File: src/common/motion_io_action_regs.svh
// Register offsets, field positions, reset values and timing counts
`ifndef MOTION_IO_ACTION_REGS_SVH
`define MOTION_IO_ACTION_REGS_SVH
`define A_CTRL      8'h00
`define A_INPOS     8'h04
`define A_LEARN     8'h08
`define A_ZSG       8'h0C
`define A_RND       8'h10
`define A_MOVE      8'h14
`define A_PLS       8'h18
`define A_CRNT      8'h1C
`define A_SPDR      8'h20
`define A_SPDV      8'h24
`define A_IST       8'h28
`define A_ICLR      8'h2C
`define A_IEN       8'h30
`define A_STATE     8'h34
`define A_ALMCLR    8'h38
`define F_HALT      1:0
`define F_LIMIT     4:2
`define F_BLOCK     5
`define F_DSEL      6
`define F_PAUSE     7
`define F_RSRC      8
`define F_SMETH     9
`define RST_CTRL    10'h06B
`define RST_RANGE   8'h12
`define RST_OFFSET  8'h00
`define RST_LEARN   8'h01
`define RST_ZSG     11'h012
`define RST_RND     14'h000A
`define RST_MOVE    8'h00
`define RST_PLS     5'h0A
`define RST_CRNT    10'h1F4
`define RST_SPDR    7'h32
`define RST_SPDV    22'h0003E8
`define MAX_RANGE   8'hB4
`define MAX_OFFSET  8'h12
`define MAX_ZSG     11'h708
`define MAX_RND     14'h2710
`define MIN_PLS     5'h02
`define MAX_PLS     5'h1E
`define MAX_CRNT    10'h3E8
`define MAX_SPDR    7'h64
`define MAX_SPDV    22'h3D0900
`define CLK_MHZ     250
`define MS_TIME     1
`define MS_CYCLES   (`MS_TIME * `CLK_MHZ * 1000)
`endif

File: src/common/motion_io_action_pkg.sv
// Types shared by the I/O action block
package motion_io_action_pkg;
   // Stop sequencer, Gray coded along idle-decel-halted
   typedef enum logic [1:0]
   {
      ST_IDLE   = 2'b00,
      ST_DECEL  = 2'b01,
      ST_HALTED = 2'b11
   } stop_state_t;
   // Limit selector codes, -1 stored as all ones
   typedef enum logic [2:0]
   {
      LIM_HOME  = 3'h7,
      LIM_IMM   = 3'h0,
      LIM_DEC   = 3'h1,
      LIM_IMM_A = 3'h2,
      LIM_DEC_A = 3'h3
   } limit_act_t;
   // Interrupt event bit positions
   typedef enum int
   {
      EV_ALARM = 0,
      EV_HOME  = 1,
      EV_IMM   = 2,
      EV_DEC   = 3
   } event_t;
endpackage

File: src/core/motion_io_action_config.sv
// I/O action and window logic for the closed-loop motor driver
`include "motion_io_action_regs.svh"
`timescale 1ns/1ps
`default_nettype none
module motion_io_action_config
#(
   parameter int MS_CYCLES = `MS_CYCLES
)
(
   input  wire logic        core_clk,
   input  wire logic        rst,
   input  wire logic [7:0]  addr,
   input  wire logic [31:0] wdata,
   input  wire logic        wr,
   input  wire logic        rd,
   output logic      [31:0] rdata,
   output logic             irq,
   input  wire logic        halt_input,
   input  wire logic        halt_current_off_input,
   input  wire logic        forward_limit_sensor_input,
   input  wire logic        reverse_limit_sensor_input,
   input  wire logic        forward_block_input,
   input  wire logic        reverse_block_input,
   input  wire logic        pause_input,
   input  wire logic        direct_select_input,
   input  wire logic        learn_strobe,
   input  wire logic        pulse_multiply_input,
   input  wire logic        current_limit_input,
   input  wire logic        speed_limit_input,
   input  wire logic        core_moving,
   input  wire logic [15:0] pos_err,
   input  wire logic [11:0] elec_angle,
   input  wire logic [13:0] fb_wrap_pos,
   input  wire logic [13:0] cmd_wrap_pos,
   output logic             stop_immediate,
   output logic             stop_decel,
   output logic             current_off,
   output logic             standstill,
   output logic             motion_enable,
   output logic             alarm,
   output logic             home_sensor_event,
   output logic             op_select,
   output logic             op_start,
   output logic             learn_type_we,
   output logic      [7:0]  learn_type,
   output logic             in_position,
   output logic             zero_phase_status_output,
   output logic             wrap_zero_output,
   output logic             move_out,
   output logic             current_cutback,
   output logic             current_hold,
   output logic      [4:0]  pulse_factor,
   output logic      [9:0]  current_ratio,
   output logic             speed_limit_active,
   output logic             speed_limit_mode,
   output logic      [6:0]  speed_limit_ratio,
   output logic      [21:0] speed_limit_hz
);
   // Elaboration check on the millisecond count
   if (MS_CYCLES < 1)
   begin : g_bad
      $error("MS_CYCLES must be at least one");
   end

   logic [9:0]  ctrl_q;        // Selector word
   logic [7:0]  range_q;       // In-position range
   logic [7:0]  offset_q;      // In-position offset, signed
   logic [7:0]  learn_q;       // Learn type, signed
   logic [10:0] zsg_q;         // Zero-phase width
   logic [13:0] rnd_q;         // Wrap-zero width
   logic [7:0]  move_q;        // Moving minimum, ms
   logic [4:0]  pls_q;         // Multiply factor
   logic [9:0]  crnt_q;        // Current limit ratio
   logic [6:0]  spdr_q;        // Speed ratio
   logic [21:0] spdv_q;        // Speed value
   logic [3:0]  ist_q;         // Sticky events
   logic [3:0]  ien_q;         // Event enables
   logic [3:0]  ev;            // Event pulses
   logic        alarm_q;       // Latched limit alarm
   logic        dsel_q;        // Direct select history
   logic [31:0] ms_cnt_q;      // Cycles within one ms
   logic [7:0]  move_ms_q;     // Elapsed ms of moving
   motion_io_action_pkg::stop_state_t st_q;

   // Signed range check for values written by software
   function automatic logic in_span(input logic [31:0] v,
                                    input logic [31:0] lo,
                                    input logic [31:0] hi);
      in_span = ($signed(v) >= $signed(lo)) && ($signed(v) <= $signed(hi));
   endfunction

   // Decoded write strobe for one offset
   function automatic logic wr_at(input logic [7:0] a);
      wr_at = wr && (addr == a);
   endfunction

   // Parameter registers; out-of-span writes are ignored
   always_ff @(posedge core_clk)
   begin
      if (rst)
      begin
         ctrl_q   <= `RST_CTRL;
         range_q  <= `RST_RANGE;
         offset_q <= `RST_OFFSET;
         learn_q  <= `RST_LEARN;
         zsg_q    <= `RST_ZSG;
         rnd_q    <= `RST_RND;
         move_q   <= `RST_MOVE;
         pls_q    <= `RST_PLS;
         crnt_q   <= `RST_CRNT;
         spdr_q   <= `RST_SPDR;
         spdv_q   <= `RST_SPDV;
         ien_q    <= 4'h0;
      end
      else if (wr_at(`A_CTRL))
      begin
         // Limit code 4..6 is not a legal selector
         if (!(wdata[4] && wdata[3:2] != 2'h3))
            ctrl_q <= wdata[9:0];
      end
      else if (wr_at(`A_INPOS))
      begin
         if (wdata[7:0] <= `MAX_RANGE)
            range_q <= wdata[7:0];
         if (in_span({{24{wdata[15]}}, wdata[15:8]}, -32'sd18, 32'sd18))
            offset_q <= wdata[15:8];
      end
      else if (wr_at(`A_LEARN))
      begin
         // Only keep, absolute and wrap absolute
         if (wdata[7:0] == 8'hFF || wdata[7:0] == 8'h01 || wdata[7:0] == 8'h08)
            learn_q <= wdata[7:0];
      end
      else if (wr_at(`A_ZSG))
      begin
         if (in_span(wdata, 32'h1, {21'h0, `MAX_ZSG}))
            zsg_q <= wdata[10:0];
      end
      else if (wr_at(`A_RND))
      begin
         if (in_span(wdata, 32'h1, {18'h0, `MAX_RND}))
            rnd_q <= wdata[13:0];
      end
      else if (wr_at(`A_MOVE))
         move_q <= wdata[7:0];
      else if (wr_at(`A_PLS))
      begin
         if (in_span(wdata, {27'h0, `MIN_PLS}, {27'h0, `MAX_PLS}))
            pls_q <= wdata[4:0];
      end
      else if (wr_at(`A_CRNT))
      begin
         if (in_span(wdata, 32'h0, {22'h0, `MAX_CRNT}))
            crnt_q <= wdata[9:0];
      end
      else if (wr_at(`A_SPDR))
      begin
         if (in_span(wdata, 32'h1, {25'h0, `MAX_SPDR}))
            spdr_q <= wdata[6:0];
      end
      else if (wr_at(`A_SPDV))
      begin
         if (in_span(wdata, 32'h1, {10'h0, `MAX_SPDV}))
            spdv_q <= wdata[21:0];
      end
      else if (wr_at(`A_IEN))
         ien_q <= wdata[3:0];
   end

   // Stop request decode from the selectors
   logic lim_any;   // Either limit sensor
   logic blk_any;   // Either block input
   logic lim_stop;  // Limit acts as a stop
   logic lim_alm;   // Limit stop raises alarm
   logic req_imm;   // Some immediate stop wanted
   logic req_dec;   // Some decel stop wanted
   logic [2:0] lim_act;
   always_comb
   begin
      lim_act  = ctrl_q[`F_LIMIT];
      lim_any  = forward_limit_sensor_input | reverse_limit_sensor_input;
      blk_any  = forward_block_input | reverse_block_input;
      lim_stop = lim_any && (lim_act != motion_io_action_pkg::LIM_HOME);
      lim_alm  = lim_stop && lim_act[1];
      // Halt decel on bit 0, current-off decel on bit 1
      req_imm  = (halt_input && !ctrl_q[0])
               || (halt_current_off_input && !ctrl_q[1])
               || (lim_stop && !lim_act[0])
               || (blk_any && !ctrl_q[`F_BLOCK])
               || alarm_q;
      req_dec  = (halt_input && ctrl_q[0])
               || (halt_current_off_input && ctrl_q[1])
               || (lim_stop && lim_act[0])
               || (blk_any && ctrl_q[`F_BLOCK]);
   end

   // Stop sequencer; immediate beats deceleration
   always_ff @(posedge core_clk)
   begin
      if (rst)
         st_q <= motion_io_action_pkg::ST_IDLE;
      else
      begin
         case (st_q)
            motion_io_action_pkg::ST_IDLE:
            begin
               if (req_imm)
                  st_q <= motion_io_action_pkg::ST_HALTED;
               else if (req_dec)
                  st_q <= motion_io_action_pkg::ST_DECEL;
            end
            motion_io_action_pkg::ST_DECEL:
            begin
               // Core ramps down; wait for it to stop
               if (req_imm || !core_moving)
                  st_q <= motion_io_action_pkg::ST_HALTED;
            end
            default:
            begin
               if (!req_imm && !req_dec)
                  st_q <= motion_io_action_pkg::ST_IDLE;
            end
         endcase
      end
   end

   // Stop outputs from flops, one cycle after the cause
   always_ff @(posedge core_clk)
   begin
      if (rst)
      begin
         stop_immediate <= 1'b0;
         stop_decel     <= 1'b0;
         current_off    <= 1'b0;
      end
      else
      begin
         stop_immediate <= req_imm;
         stop_decel     <= req_dec && !req_imm;
         current_off    <= halt_current_off_input;
      end
   end

   assign standstill    = (st_q == motion_io_action_pkg::ST_HALTED);
   assign motion_enable = (st_q == motion_io_action_pkg::ST_IDLE) && !alarm_q;
   assign alarm         = alarm_q;

   // Alarm latch; a new limit hit wins over the clear
   always_ff @(posedge core_clk)
   begin
      if (rst)
         alarm_q <= 1'b0;
      else if (lim_alm)
         alarm_q <= 1'b1;
      else if (wr_at(`A_ALMCLR) && wdata[0])
         alarm_q <= 1'b0;
   end

   // Home sensor mode passes the limit as a home event
   always_ff @(posedge core_clk)
   begin
      if (rst)
         home_sensor_event <= 1'b0;
      else
         home_sensor_event <= lim_any && (lim_act == motion_io_action_pkg::LIM_HOME);
   end

   // Direct select: rising edge selects, optionally starts
   always_ff @(posedge core_clk)
   begin
      if (rst)
      begin
         dsel_q    <= 1'b0;
         op_select <= 1'b0;
         op_start  <= 1'b0;
      end
      else
      begin
         dsel_q    <= direct_select_input;
         op_select <= direct_select_input && !dsel_q;
         op_start  <= direct_select_input && !dsel_q && ctrl_q[`F_DSEL] && !alarm_q;
      end
   end

   // Learn: store operation type unless set to keep
   always_ff @(posedge core_clk)
   begin
      if (rst)
      begin
         learn_type_we <= 1'b0;
         learn_type    <= `RST_LEARN;
      end
      else
      begin
         learn_type_we <= learn_strobe && (learn_q != 8'hFF);
         learn_type    <= learn_q;
      end
   end

   // Window outputs: in-position, zero phase, wrap zero
   logic signed [16:0] err_sh;   // Error minus offset
   logic        [16:0] err_abs;  // Its magnitude
   logic        [13:0] wrap_pos; // Selected wrap position
   always_comb
   begin
      err_sh   = $signed({pos_err[15], pos_err}) - $signed({{9{offset_q[7]}}, offset_q});
      err_abs  = err_sh[16] ? 17'(-err_sh) : 17'(err_sh);
      wrap_pos = ctrl_q[`F_RSRC] ? cmd_wrap_pos : fb_wrap_pos;
   end

   always_ff @(posedge core_clk)
   begin
      if (rst)
      begin
         in_position              <= 1'b0;
         zero_phase_status_output <= 1'b0;
         wrap_zero_output         <= 1'b0;
      end
      else
      begin
         in_position              <= err_abs <= {9'h0, range_q};
         zero_phase_status_output <= {1'b0, elec_angle} < {1'b0, zsg_q, 1'b0} >> 1;
         wrap_zero_output         <= wrap_pos < rnd_q;
      end
   end

   // Minimum still pending; runs whether or not the core moves
   logic move_run;
   assign move_run = move_out && (move_ms_q < move_q);

   // Moving output held for the minimum ms count
   always_ff @(posedge core_clk)
   begin
      if (rst)
      begin
         move_out  <= 1'b0;
         ms_cnt_q  <= 32'h0;
         move_ms_q <= 8'h0;
      end
      else if (core_moving && !move_out)
      begin
         // Fresh rise restarts the minimum
         move_out  <= 1'b1;
         ms_cnt_q  <= 32'h0;
         move_ms_q <= 8'h0;
      end
      else if (move_run)
      begin
         // Counts from the rising edge of the output
         if (ms_cnt_q == 32'(MS_CYCLES - 1))
         begin
            ms_cnt_q  <= 32'h0;
            move_ms_q <= move_ms_q + 8'h1;
         end
         else
            ms_cnt_q <= ms_cnt_q + 32'h1;
      end
      else if (!core_moving)
         move_out <= 1'b0;
   end

   // Current, pulse and speed limit outputs
   always_ff @(posedge core_clk)
   begin
      if (rst)
      begin
         current_cutback    <= 1'b0;
         current_hold       <= 1'b0;
         pulse_factor       <= 5'h01;
         current_ratio      <= `MAX_CRNT;
         speed_limit_active <= 1'b0;
         speed_limit_mode   <= 1'b0;
         speed_limit_ratio  <= `RST_SPDR;
         speed_limit_hz     <= `RST_SPDV;
      end
      else
      begin
         current_cutback    <= pause_input && !ctrl_q[`F_PAUSE];
         current_hold       <= pause_input && ctrl_q[`F_PAUSE];
         pulse_factor       <= pulse_multiply_input ? pls_q : 5'h01;
         current_ratio      <= current_limit_input ? crnt_q : `MAX_CRNT;
         speed_limit_active <= speed_limit_input;
         speed_limit_mode   <= ctrl_q[`F_SMETH];
         speed_limit_ratio  <= spdr_q;
         speed_limit_hz     <= spdv_q;
      end
   end

   // Sticky events; a new event beats the clear
   assign ev = {req_dec && !req_imm && !stop_decel,
                req_imm && !stop_immediate,
                lim_any && (lim_act == motion_io_action_pkg::LIM_HOME) && !home_sensor_event,
                lim_alm && !alarm_q};
   always_ff @(posedge core_clk)
   begin
      if (rst)
         ist_q <= 4'h0;
      else
         ist_q <= ev | (ist_q & ~(wr_at(`A_ICLR) ? wdata[3:0] : 4'h0));
   end
   assign irq = |(ist_q & ien_q);

   // Read data one cycle after the strobe, zero otherwise
   always_ff @(posedge core_clk)
   begin
      if (rst || !rd)
         rdata <= 32'h0;
      else if (addr == `A_CTRL)
         rdata <= {22'h0, ctrl_q};
      else if (addr == `A_INPOS)
         rdata <= {16'h0, offset_q, range_q};
      else if (addr == `A_LEARN)
         rdata <= {24'h0, learn_q};
      else if (addr == `A_ZSG)
         rdata <= {21'h0, zsg_q};
      else if (addr == `A_RND)
         rdata <= {18'h0, rnd_q};
      else if (addr == `A_MOVE)
         rdata <= {24'h0, move_q};
      else if (addr == `A_PLS)
         rdata <= {27'h0, pls_q};
      else if (addr == `A_CRNT)
         rdata <= {22'h0, crnt_q};
      else if (addr == `A_SPDR)
         rdata <= {25'h0, spdr_q};
      else if (addr == `A_SPDV)
         rdata <= {10'h0, spdv_q};
      else if (addr == `A_IST)
         rdata <= {28'h0, ist_q};
      else if (addr == `A_IEN)
         rdata <= {28'h0, ien_q};
      else if (addr == `A_STATE)
         rdata <= {24'h0, move_out, wrap_zero_output, zero_phase_status_output,
                   in_position, alarm_q, 1'b0, st_q};
      else
         rdata <= 32'h0;
   end
endmodule
`default_nettype wire

File: config.mk
export PLATFORM = sky130hd
export DESIGN_NAME = motion_io_action_config
export DESIGN_NICKNAME = d
export VERILOG_FILES = /design/src/common/motion_io_action_pkg.sv /design/src/core/motion_io_action_config.sv
export VERILOG_INCLUDE_DIRS = /design/src /design/src/common
export SDC_FILE = /design/constraint.sdc
export NUM_CORES = 1
export LEC_CHECK = 0
export BUFFER_PORTS_ARGS = -buffer_cell sky130_fd_sc_hd__buf_2
export CAP_MARGIN = 10
export CORE_UTILIZATION = 51
export CTS_CLUSTER_DIAMETER = 120
export DETAILED_ROUTE_END_ITERATION = 7
export GPL_TIMING_DRIVEN = 0
export PLACE_DENSITY_LB_ADDON = 0.2
export SLEW_MARGIN = 0
export SYNTH_ARGS = -nofsm -noshare
export SYNTH_HDL_FRONTEND = slang
export SYNTH_SLANG_ARGS = --single-unit
File: constraint.sdc
create_clock -name core_clk -period 4.3 [get_ports core_clk]
set_input_delay 0.645 -clock core_clk [delete_from_list [all_inputs] [get_ports core_clk]]
set_output_delay 0.645 -clock core_clk [all_outputs]
set_load 0.005 [all_outputs]
==> results of run 1 <==
-- layout make-up --
class / instances / area [um2]
Sequential cell: 252 / 5050
Timing Repair Buffer: 208 / 1060
Fill cell: 2098 / 8620
Clock buffer: 37 / 793
Tap cell: 319 / 399
Antenna cell: 2 / 5.00
Multi-Input combinational cell: 1036 / 6880
Clock inverter: 13 / 221
Buffer: 73 / 324
Inverter: 67 / 251
-- worst max-delay path: stages, from the launching register on --
cell and delay, ns:
dfxtp_4 0.36, ha_4 0.16, fa_2 0.36, nor2b_4 0.14, o2111ai_2 0.14, a31o_2 0.26, o221ai_2 0.19, nor3_2 0.08
or3_4 0.40, nand2_2 0.08, o21ai_2 0.05, ha_1 0.28, nor2b_1 0.13, o21a_1 0.16, o21a_1 0.16, o21a_1 0.16
o21a_1 0.16, o21a_1 0.16, o21a_1 0.18, o31ai_2 0.19, nand4_1 0.13, nor4_2 0.19
-- power breakdown --
part           switching (mW)  internal, mW
Clock                    1.02          1.60
Combinational           0.280         0.178
Sequential             0.0120          2.35
-- registers in the layout (all words and copies together) (netlist names), 5 cells and up --
name               flops
ms_cnt_q              32
rdata                 22
spdv_q                22
speed_limit_hz        22
rnd_q                 14
zsg_q                 11
crnt_q                10
ctrl_q                10
current_ratio         10
learn_q                8
learn_type             8
move_ms_q              8
move_q                 8
offset_q               8
range_q                8
spdr_q                 7
speed_limit_ratio      7
pls_q                  5
pulse_factor           5
-- stage by stage --
stage	instances	setup TNS, ns	hold WS [ns]	cell area, um2
global placement	1950	-0.913	0.382	13800
global route	2007	-0.109	0.278	15000
CTS	2008	-0.237	0.269	15000
finish	2007	0	0.278	15000
floorplan	1431	-0.188	0.375	12400
detailed placement	1950	-0.937	0.389	13800
-- worst min path at each step --
stage | startpoint | endpoint | slack, ns
after floorplan | dsel_q | op_select | 0.37
after global placement | dsel_q | op_select | 0.38
after detailed placement | dsel_q | op_select | 0.39
after CTS | elec_angle[11] | zero_phase_status_output | 0.27
after global routing | elec_angle[11] | zero_phase_status_output | 0.28
final | elec_angle[11] | zero_phase_status_output | 0.28
-- layer usage --
| layer | part of all wire (%) | wire length [um] | track usage (%) |
|---|---|---|---|
| met2 | 46 | 17800 | 52.1 |
| met5 | 0 | 0 | 0 |
| met3 | 8.5 | 3330 | 4.24 |
| met4 | 3.3 | 1290 | 12.0 |
| met1 | 43 | 16600 | 40.9 |
-- timing repair --
action                                  in CTS  in global routing
endpoints found under the setup margin       1                  1
gates resized for setup                     16                  8
setup buffers                                8                  0
pin swaps                                   11                 13
-- kinds of logic after synthesis --
kind of cell / synth area share, %
AND/OR/NAND/NOR: 22.2
flip-flops: 40.8
AO/OA/AOI/OAI: 14.0
buffers and inverters: 4.74
multiplexers: 8.47
adder cells (fa/ha/maj): 6.01
XOR/XNOR: 3.75
other: 0.0303
-- cell usage in the layout, fill, tap and decap left out, types with 16 or more instances in the layout --
cell type  count
a21oi_1       65
a22oi_1       24
and3_1        18
buf_2        207
buf_4         19
clkbuf_1      52
clkbuf_16     27
dfxtp_1      250
ha_1          52
inv_1         65
mux2i_1       90
nand2_1      102
nand2b_1      21
nand3_1       49
nand4_1       26
nor2_1       183
nor2b_1       42
nor3_1        31
o21ai_0       37
or2_2         16
xnor2_1       21
xor2_1        32
==> out/results.txt, run 1 <==
Clock Sinks = 252
Setup crit end kind = register
Final Hold Viols = 0
routed len/inst = 19.5 um
share of layout cells above drive strength 1 = 19.8%
# DRC = 0
#FFs+latches synth = 252
Root Driver = clkbuf_16
drt total wl = 39100 um
leading post-synthesis cells by instance count = dfxtp_1 (252), nor2_1 (183), nand2_1 (103)
CTS tree = done
via count = 11421
critical path arrival = 4.66 ns
Post-synth EDFFs = 0
Setup-failing EPs final = 0
most used flip-flop cell after synthesis = dfxtp_1
CP Launch Point = offset_q[0]
ANT nets after route = 0
Setup crit end = in_position
Die Ht = 158 um
total of max-cap violations = 0
critical path required time = 4.75 ns
count leader, synth = dfxtp_1
initial antenna violation count = 3
hpwl dp = 29000 um
YS warnings = 0
Area contributors post-synth = dfxtp_1 (41%), mux2i_1 (7.3%), ha_1 (5.8%)
Unique masters post-synth = 71
dominant cell type by area after synthesis = dfxtp_1
pin count of the biggest net entering global routing = 15
RSZ-0062 raised after global routing = yes
Die ar. = 0.0249 mm2
Clock Path Buffers = 3
Crit Path Class = register to register
Global Route Usage Sum = 31.3%
HP Class = input pin to register
Max Freq = 237 MHz
Final period util = 97.9%
cts bufs inserted = 27
leak pwr = 6.08 nW
worst hold stages = 2
vias per inst = 5.69
relative slew slack = 15.5%
CTS hold repair buffers = 0
PD cells = 363 mW/mm2
async set-or-reset flop fraction in the synthesized netlist = 0%
die width = 158 um
Yosys top cell area share = 40.8%
min cycle time layout = 4.21 ns
PnR worst setup slack = 0.0893 ns
row count = 56
clk_skew = 0.0138 ns
Mapped Cells = 1422
Iter 0 DRT Violations = 926
Least-Margin Pin Slew = 1.25 ns
IO buf count = 200
reg-to-reg critical path startpoint = offset_q[0]
Total Nets Final = 1836
status = completed
sequential-to-total area share from yosys stat = 40.8%
worst r2r dst = in_position
reg2reg setup slack = 0.09 ns
clk_lat worst skew = 0.56 ns
worst-case vdd ir drop = 0.275 mV
Critical Path Start Type = register
1st-pass router iterations = 5
Initial Util = 52.4%
vias in the first global route = 10786
clock slew at reported path FFs = 0.06 ns
Max FO, Critical Path = 3
global-route wire length before repair = 59300 um
Final Wtd Congestion = 0.969
path depth of the worst reg2reg path = 21
P&R area growth vs syn = 21.2%
H-tree Lvls = 1
Placement Setup Slack = -0.937 ns
Avg Inst Size Synth = 8.70 um2
GRT overflow = 0
Core Box Area = 0.0236 mm2
total power = 5.44 mW
Final Util = 63.5%
I/O pins = 216
max-slew violation count = 0
synthesized cell area = 0.0124 mm2
No activity file was read; power rests on OpenSTA's default activity.
==> run 2, diff against run 1 <==
CORE_UTILIZATION = 56   (was 51)
clock period = 4.85 ns   (was 4.3 ns; I/O delays follow)
==> run 2 against run 1 <==
Die area shrank 8.8%. Clock skew grew 0.014 ns. Clock-buffer cell count up 2. Largest power group unchanged. Highest routed layer unchanged.
==> out/results.txt, run 2 (synthesis results as in run 1) <==
min cycle time layout = 4.49 ns (was 4.21 ns)
Die Ht = 151 um (was 158 um)
share of layout cells above drive strength 1 = 18.6% (was 19.8%)
row count = 54 (was 56)
relative slew slack = 13.8% (was 15.5%)
reg-to-reg critical path startpoint = offset_q[0] (unchanged)
worst-case vdd ir drop = 0.333 mV (was 0.275 mV)
routed len/inst = 20.2 um (was 19.5 um)
P&R area growth vs syn = 19.3% (was 21.2%)
Final Wtd Congestion = 0.989 (was 0.969)
filler instances = 1870 (was 2098)
Root Driver = clkbuf_16 (unchanged)
PD cells = 320 mW/mm2 (was 363 mW/mm2)
clock slew at reported path FFs = 0.07 ns (was 0.06 ns)
clk_lat worst skew = 0.56 ns (about the same)
RSZ-0062 raised after global routing = no (was yes)
PnR worst setup slack = 0.356 ns (was 0.0893 ns)
Critical Path Start Type = register (unchanged)
pin count of the biggest net entering global routing = 14 (was 15)
ANT nets after route = 0 (unchanged)
H-tree Lvls = 1 (unchanged)
GRT overflow = 0 (unchanged)
status = completed (unchanged)
initial antenna violation count = 1 (was 3)
most flop-heavy register = ms_cnt_q (unchanged)
total of max-cap violations = 0 (unchanged)
Crit Path Class = register to register (unchanged)
clk_skew = 0.0277 ns (was 0.0138 ns)
CP Launch Point = offset_q[0] (unchanged)
Final Hold Viols = 0 (unchanged)
Core Box Area = 0.0218 mm2 (was 0.0236 mm2)
critical path required time = 5.30 ns (was 4.75 ns)
reg2reg setup slack = 0.36 ns (was 0.09 ns)
Clock Sinks = 252 (unchanged)
Max FO, Critical Path = 10 (was 3)
worst path buffer plus inverter count = 0 (unchanged)
Final Util = 67.8% (was 63.5%)
postcts setup bufs = 0 (was 8)
Largest register FFs = 32 (unchanged)
HP Class = input pin to register (unchanged)
die width = 151 um (was 158 um)
leak pwr = 6.02 nW (was 6.08 nW)
Most common cell on crit path = o21a_1 (unchanged)
Setup crit end kind = register (unchanged)
worst r2r dst = in_position (unchanged)
CTS tree = done (unchanged)
IO buf count = 200 (unchanged)
Stages on worst setup path = 21 (unchanged)
hpwl dp = 29500 um (was 29000 um)
Least-Margin Pin Slew = 1.27 ns (was 1.25 ns)
Total Nets Final = 1830 (was 1836)
via count = 11510 (was 11421)
Crit path largest cell delay = 0.45 ns (was 0.40 ns)
1st-pass router iterations = 8 (was 5)
worst hold margin = 0.358 ns (was 0.278 ns)
Iter 0 DRT Violations = 823 (was 926)
global-route wire length before repair = 59500 um (was 59300 um)
vias per inst = 5.87 (was 5.69)
Setup-failing EPs final = 0 (unchanged)
Initial Util = 56.8% (was 52.4%)
total power = 4.72 mW (was 5.44 mW)
commonest non-fill, non-tap cell in the layout = dfxtp_1 (unchanged)
TNS Setup = 0 ns (unchanged)
critical path arrival = 4.94 ns (was 4.66 ns)
critical path cell sequence = ha_1, fa_2, nor2b_2, o2111ai_2, a31o_2, o221ai_2, nor3_1, or3_4, nand2_1, o21ai_1, ha_1, nor2b_1, o21a_1, o21a_1, o21a_1, o21a_1, o21a_1, o21a_1, o31ai_1, nand4_1, nor4_2 (was ha_4, fa_2, nor2b_4, o2111ai_2, a31o_2, o221ai_2, nor3_2, or3_4, nand2_2, o21ai_2, ha_1, nor2b_1, o21a_1, o21a_1, o21a_1, o21a_1, o21a_1, o21a_1, o31ai_2, nand4_1, nor4_2)
# DRC = 0 (unchanged)
Global Route Usage Sum = 34.5% (was 31.3%)
Die ar. = 0.0227 mm2 (was 0.0249 mm2)
I/O pins = 216 (unchanged)
most frequent cells in the layout = dfxtp_1 (252), buf_2 (207), nor2_1 (183) (was dfxtp_1 (250), buf_2 (207), nor2_1 (183))
drt total wl = 39500 um (was 39100 um)
Placement Setup Slack = -0.518 ns (was -0.937 ns)
cell family with most CP delay = compound AO/OA/AOI/OAI gates (unchanged)
Max Freq = 223 MHz (was 237 MHz)
vias in the first global route = 10622 (was 10786)
Final period util = 92.7% (was 97.9%)
Setup crit end = in_position (unchanged)
cts bufs inserted = 27 (unchanged)
slowest stage cell, crit path = or3_4 (unchanged)
max-slew violation count = 0 (unchanged)
path depth of the worst reg2reg path = 21 (unchanged)
Clock Path Buffers = 3 (unchanged)
==> run 2: cell count changes in the layout (fill, tap and decap cells not counted), moves of 2 or more <==
cell        previous run  this run
buf_4                 19        11
clkbuf_1              52        56
clkinv_2               2         5
clkinv_4               2         0
clkinvlp_4             2         0
dfxtp_1              250       252
ha_1                  52        56
ha_4                   4         0
==> run 2: power by group <==
group          internal (mW)  switching, mW  total [mW]
Sequential              2.08         0.0111        2.09
Combinational          0.150          0.243       0.393
Clock                   1.36          0.871        2.23
Total                   3.59           1.12        4.72
==> run 2: per-stage QoR <==
| step | cells | area (um2) |
|---|---|---|
| floorplan | 1431 | 12400 |
| global placement | 1911 | 13800 |
| detailed placement | 1911 | 13800 |
| CTS | 1961 | 14700 |
| global route | 1961 | 14800 |
| finish | 1961 | 14800 |
==> run 2: what timing repair did <==
item / CTS / global route
hold buffers: 0 / 0
setup endpoints to repair: 1 / 1
cloned: 0 / 0
resized for setup: 1 / 8
==> run 2: worst min path at each step <==
stage                                          end            from  depth (start not counted)
after floorplan                          op_select          dsel_q                          1
after global placement                   op_select          dsel_q                          1
after detailed placement                 op_select          dsel_q                          1
after CTS                 zero_phase_status_output  elec_angle[11]                          2
after global routing      zero_phase_status_output  elec_angle[11]                          2
final                     zero_phase_status_output  elec_angle[11]                          2
==> run 2: cell type report <==
type	instances	area [um2]	area share [%]
multi-input cells	1036	6810	46.1
well taps	280	350	2.37
diodes	1	2.50	0.0170
clock inverters	11	165	1.12
plain buffers	75	332	2.25
inverters	67	251	1.70
flip-flops and latches	252	5040	34.2
clock buffers	39	801	5.43
repair buffers	200	1000	6.78
==> run 2: metal layers <==
metal	part of all wire, %	global-route usage (%)
met1	41	44.5
met2	48	59.4
met3	7.7	3.97
met4	3.4	11.9
met5	0	0
==> run 2: worst register-to-register path: stages (launching register included) <==
cell and delay, ns:
dfxtp_1 0.35, ha_1 0.24, fa_2 0.39, nor2b_2 0.17
o2111ai_2 0.16, a31o_2 0.31, o221ai_2 0.19, nor3_1 0.10
or3_4 0.45, nand2_1 0.09, o21ai_1 0.07, ha_1 0.28
nor2b_1 0.13, o21a_1 0.16, o21a_1 0.16, o21a_1 0.16
o21a_1 0.17, o21a_1 0.16, o21a_1 0.16, o31ai_1 0.21
nand4_1 0.14, nor4_2 0.14
==> run 3, diff against run 2 <==
ABC_AREA = 1   (was default)
GPL_ROUTABILITY_DRIVEN = 1   (was default)
==> run 3 against run 2 <==
Clock-buffer cell count up 3. Maximum frequency up 18%. Clock power down 8%. Final cell count up 26%. First-iteration DRC count up 48%. Hold slack better by 0.030 ns. Combinational power up 14%. Sequential share of layout area down 2.4 points. Final area up 7.7%. Clock skew down 0.0042 ns. Sequential power about the same. Critical path depth up 3.
==> out/results.txt, run 3 <==
Resized cells post-CTS = 0 (was 1)
1st-pass router iterations = 6 (was 8)
Final Util = 67.3% (was 67.8%)
HP Class = input pin to register (unchanged)
commonest non-fill, non-tap cell in the layout = nand2_1 (was dfxtp_1)
RSZ-0062 raised after global routing = no (unchanged)
Core Box Area = 0.0236 mm2 (was 0.0218 mm2)
routed len/inst = 18.0 um (was 20.2 um)
Max FO, Critical Path = 10 (unchanged)
most flop-heavy register = ms_cnt_q (unchanged)
slowest stage cell, crit path = ha_1 (was or3_4)
Die Ht = 158 um (was 151 um)
clk_lat worst skew = 0.56 ns (about the same)
start point of the worst hold path = pulse_multiply_input (was elec_angle[11])
GRT overflow = 0 (unchanged)
# DRC = 0 (unchanged)
leak pwr = 6.96 nW (was 6.02 nW)
H-tree Lvls = 1 (unchanged)
I/O pins = 216 (unchanged)
worst path buffer plus inverter count = 4 (was 0)
#FFs+latches synth = 252 (unchanged)
global-route wire length before repair = 68300 um (was 59500 um)
dominant cell type by area after synthesis = dfxtp_1 (unchanged)
most frequent cells in the layout = nand2_1 (373), dfxtp_1 (252), inv_1 (245) (was dfxtp_1 (252), buf_2 (207), nor2_1 (183))
Initial Util = 57.4% (was 56.8%)
worst-case vdd ir drop = 0.227 mV (was 0.333 mV)
via count = 13894 (was 11510)
Global Route Usage Sum = 35.8% (was 34.5%)
relative slew slack = 31.3% (was 13.8%)
Avg Inst Size Synth = 7.18 um2 (was 8.70 um2)
Root Driver = clkbuf_16 (unchanged)
row count = 56 (was 54)
PD cells = 289 mW/mm2 (was 320 mW/mm2)
filler instances = 2114 (was 1870)
CTS hold repair buffers = 0 (unchanged)
Iter 0 DRT Violations = 1217 (was 823)
Clock Path Buffers = 3 (unchanged)
Reg area = 0.00504 mm2 (unchanged)
IO buf count = 198 (was 200)
design area = 0.0159 mm2 (was 0.0148 mm2)
postcts setup bufs = 0 (unchanged)
Final period util = 78.3% (was 92.7%)
Yosys top cell area share = 37.2% (was 40.8%)
Critical Path Start Type = register (unchanged)
Unique masters post-synth = 65 (was 71)
critical path cell sequence = inv_1, ha_1, nand2_1, nor2_1, nand4_2, nand2_1, nand2_2, a22oi_4, inv_4, buf_6, nand2_1, xor2_1, inv_1, ha_1, nand2_1, nor3_1, nor2_1, o21ai_0, a21oi_1, o21a_1, nand2_1, nor2_2, nand3_1, nor2_1 (was ha_1, fa_2, nor2b_2, o2111ai_2, a31o_2, o221ai_2, nor3_1, or3_4, nand2_1, o21ai_1, ha_1, nor2b_1, o21a_1, o21a_1, o21a_1, o21a_1, o21a_1, o21a_1, o31ai_1, nand4_1, nor4_2)
min cycle time layout = 3.80 ns (was 4.49 ns)
Non-Filler Instances = 2468 (was 1961)
vias in the first global route = 12762 (was 10622)
critical path required time = 5.29 ns (was 5.30 ns)
Crit path largest cell delay = 0.45 ns (about the same)
CP Launch Point = offset_q[7] (was offset_q[0])
YS warnings = 0 (unchanged)
count leader, synth = nand2_1 (was dfxtp_1)
critical path arrival = 4.24 ns (was 4.94 ns)
share of layout cells above drive strength 1 = 17.2% (was 18.6%)
Clock Sinks = 252 (unchanged)
Die ar. = 0.0248 mm2 (was 0.0227 mm2)
drt total wl = 44400 um (was 39500 um)
die width = 158 um (was 151 um)
clk_skew = 0.0234 ns (was 0.0277 ns)
initial antenna violation count = 3 (was 1)
Final Wtd Congestion = 1.05 (was 0.989)
Setup crit end kind = register (unchanged)
ANT nets after route = 0 (unchanged)
Max Freq = 263 MHz (was 223 MHz)
P&R area growth vs syn = 17.2% (was 19.3%)
Least-Margin Pin Slew = 1.03 ns (was 1.27 ns)
Placed Cells = 2414 (was 1911)
Total Nets Final = 2296 (was 1830)
synthesized cell area = 0.0136 mm2 (was 0.0124 mm2)
Crit Path Class = register to register (unchanged)
hpwl dp = 34900 um (was 29500 um)
Mapped Cells = 1888 (was 1422)
Final Hold Viols = 0 (unchanged)
multi-input logic area = 0.00716 mm2 (was 0.00681 mm2)
vias per inst = 5.63 (was 5.87)
reg-to-reg critical path startpoint = offset_q[7] (was offset_q[0])
total of max-cap violations = 0 (unchanged)
Post-synth EDFFs = 0 (unchanged)
status = completed (unchanged)
leading post-synthesis cells by instance count = nand2_1 (373), dfxtp_1 (252), inv_1 (245) (was dfxtp_1 (252), nor2_1 (183), nand2_1 (103))
max-slew violation count = 0 (unchanged)
Area contributors post-synth = dfxtp_1 (37%), nand2_1 (10%), inv_1 (6.8%) (was dfxtp_1 (41%), mux2i_1 (7.3%), ha_1 (5.8%))
Most common cell on crit path = nand2_1 (was o21a_1)
CTS tree = done (unchanged)
most used flip-flop cell after synthesis = dfxtp_1 (unchanged)
cell family with most CP delay = simple AND/OR/NAND/NOR gates (was compound AO/OA/AOI/OAI gates)
cts bufs inserted = 28 (was 27)
TNS Setup = 0 ns (unchanged)
pin count of the biggest net entering global routing = 16 (was 14)
Setup-failing EPs final = 0 (unchanged)
Placed Area = 0.0150 mm2 (was 0.0138 mm2)
Largest register FFs = 32 (unchanged)
clock slew at reported path FFs = 0.06 ns (was 0.07 ns)
sequential-to-total area share from yosys stat = 37.2% (was 40.8%)
async set-or-reset flop fraction in the synthesized netlist = 0% (unchanged)
==> run 3: cell count changes after synthesis, sizes merged, moves of 27 or more <==
cell | before | now
o21ai | 39 | 110
mux2i | 90 | 0
nor2 | 183 | 216
nand3 | 49 | 77
nor2b | 43 | 0
o211ai | 11 | 38
a21oi | 65 | 150
inv | 66 | 256
nand2 | 103 | 388
==> run 3: logic make-up after synthesis <==
group,share of synthesized area (%)
and+or+nand+nor,28.1
adders and majority gates,5.41
buffers and inverters,10.2
other,0.0277
AOI/OAI and AO/OA,17.4
xor gates and xnor gates,1.68
DFF,37.2
==> run 3: power breakdown <==
part | leakage [nW] | internal [mW] | switching (mW)
registers | 2.04 | 2.08 | 0.00956
clock network | 0.438 | 1.17 | 0.881
logic | 4.49 | 0.149 | 0.298
==> run 3: layout make-up <==
| type | instances | share of cell area (%) |
|---|---|---|
| sequential | 252 | 31.8 |
| clock inverter | 10 | 0.575 |
| timing repair buffer | 198 | 6.24 |
| buffer | 76 | 2.53 |
| clock buffer | 42 | 5.12 |
| multi-input combinational | 1309 | 45.1 |
| tap | 319 | 2.51 |
| inverter | 260 | 6.16 |
| antenna | 2 | 0.0315 |
==> run 3: path summary, 6_finish.rpt <==
kind                                         to  slack (ns)  cells after the start
worst max-delay path                in_position        1.05                     24
worst min-delay path            pulse_factor[0]        0.39                      2
worst max register to register      in_position        1.05                     24
worst min register to register        op_select        0.41                      1
==> run 3: routing by layer <==
layer,vias to the layer above,part of all wire (%),global-route usage (%)
li1,6726,-,-
met1,6383,42,46.4
met2,666,46,60.0
met3,119,7.7,3.50
met4,0,4.8,16.6
met5,-,0,0
==> run 3: stage by stage <==
stage | total power, mW | hold slack [ns] | setup WS, ns
6_report | 4.59 | 0.388 | 1.05
5_1_grt | 4.74 | 0.373 | 0.681
4_1_cts | 4.59 | 0.376 | 1.05
2_1_floorplan | 2.41 | 0.384 | 1.15
3_5_place_dp | 2.58 | 0.398 | 0.664
3_3_place_gp | 2.57 | 0.394 | 0.716
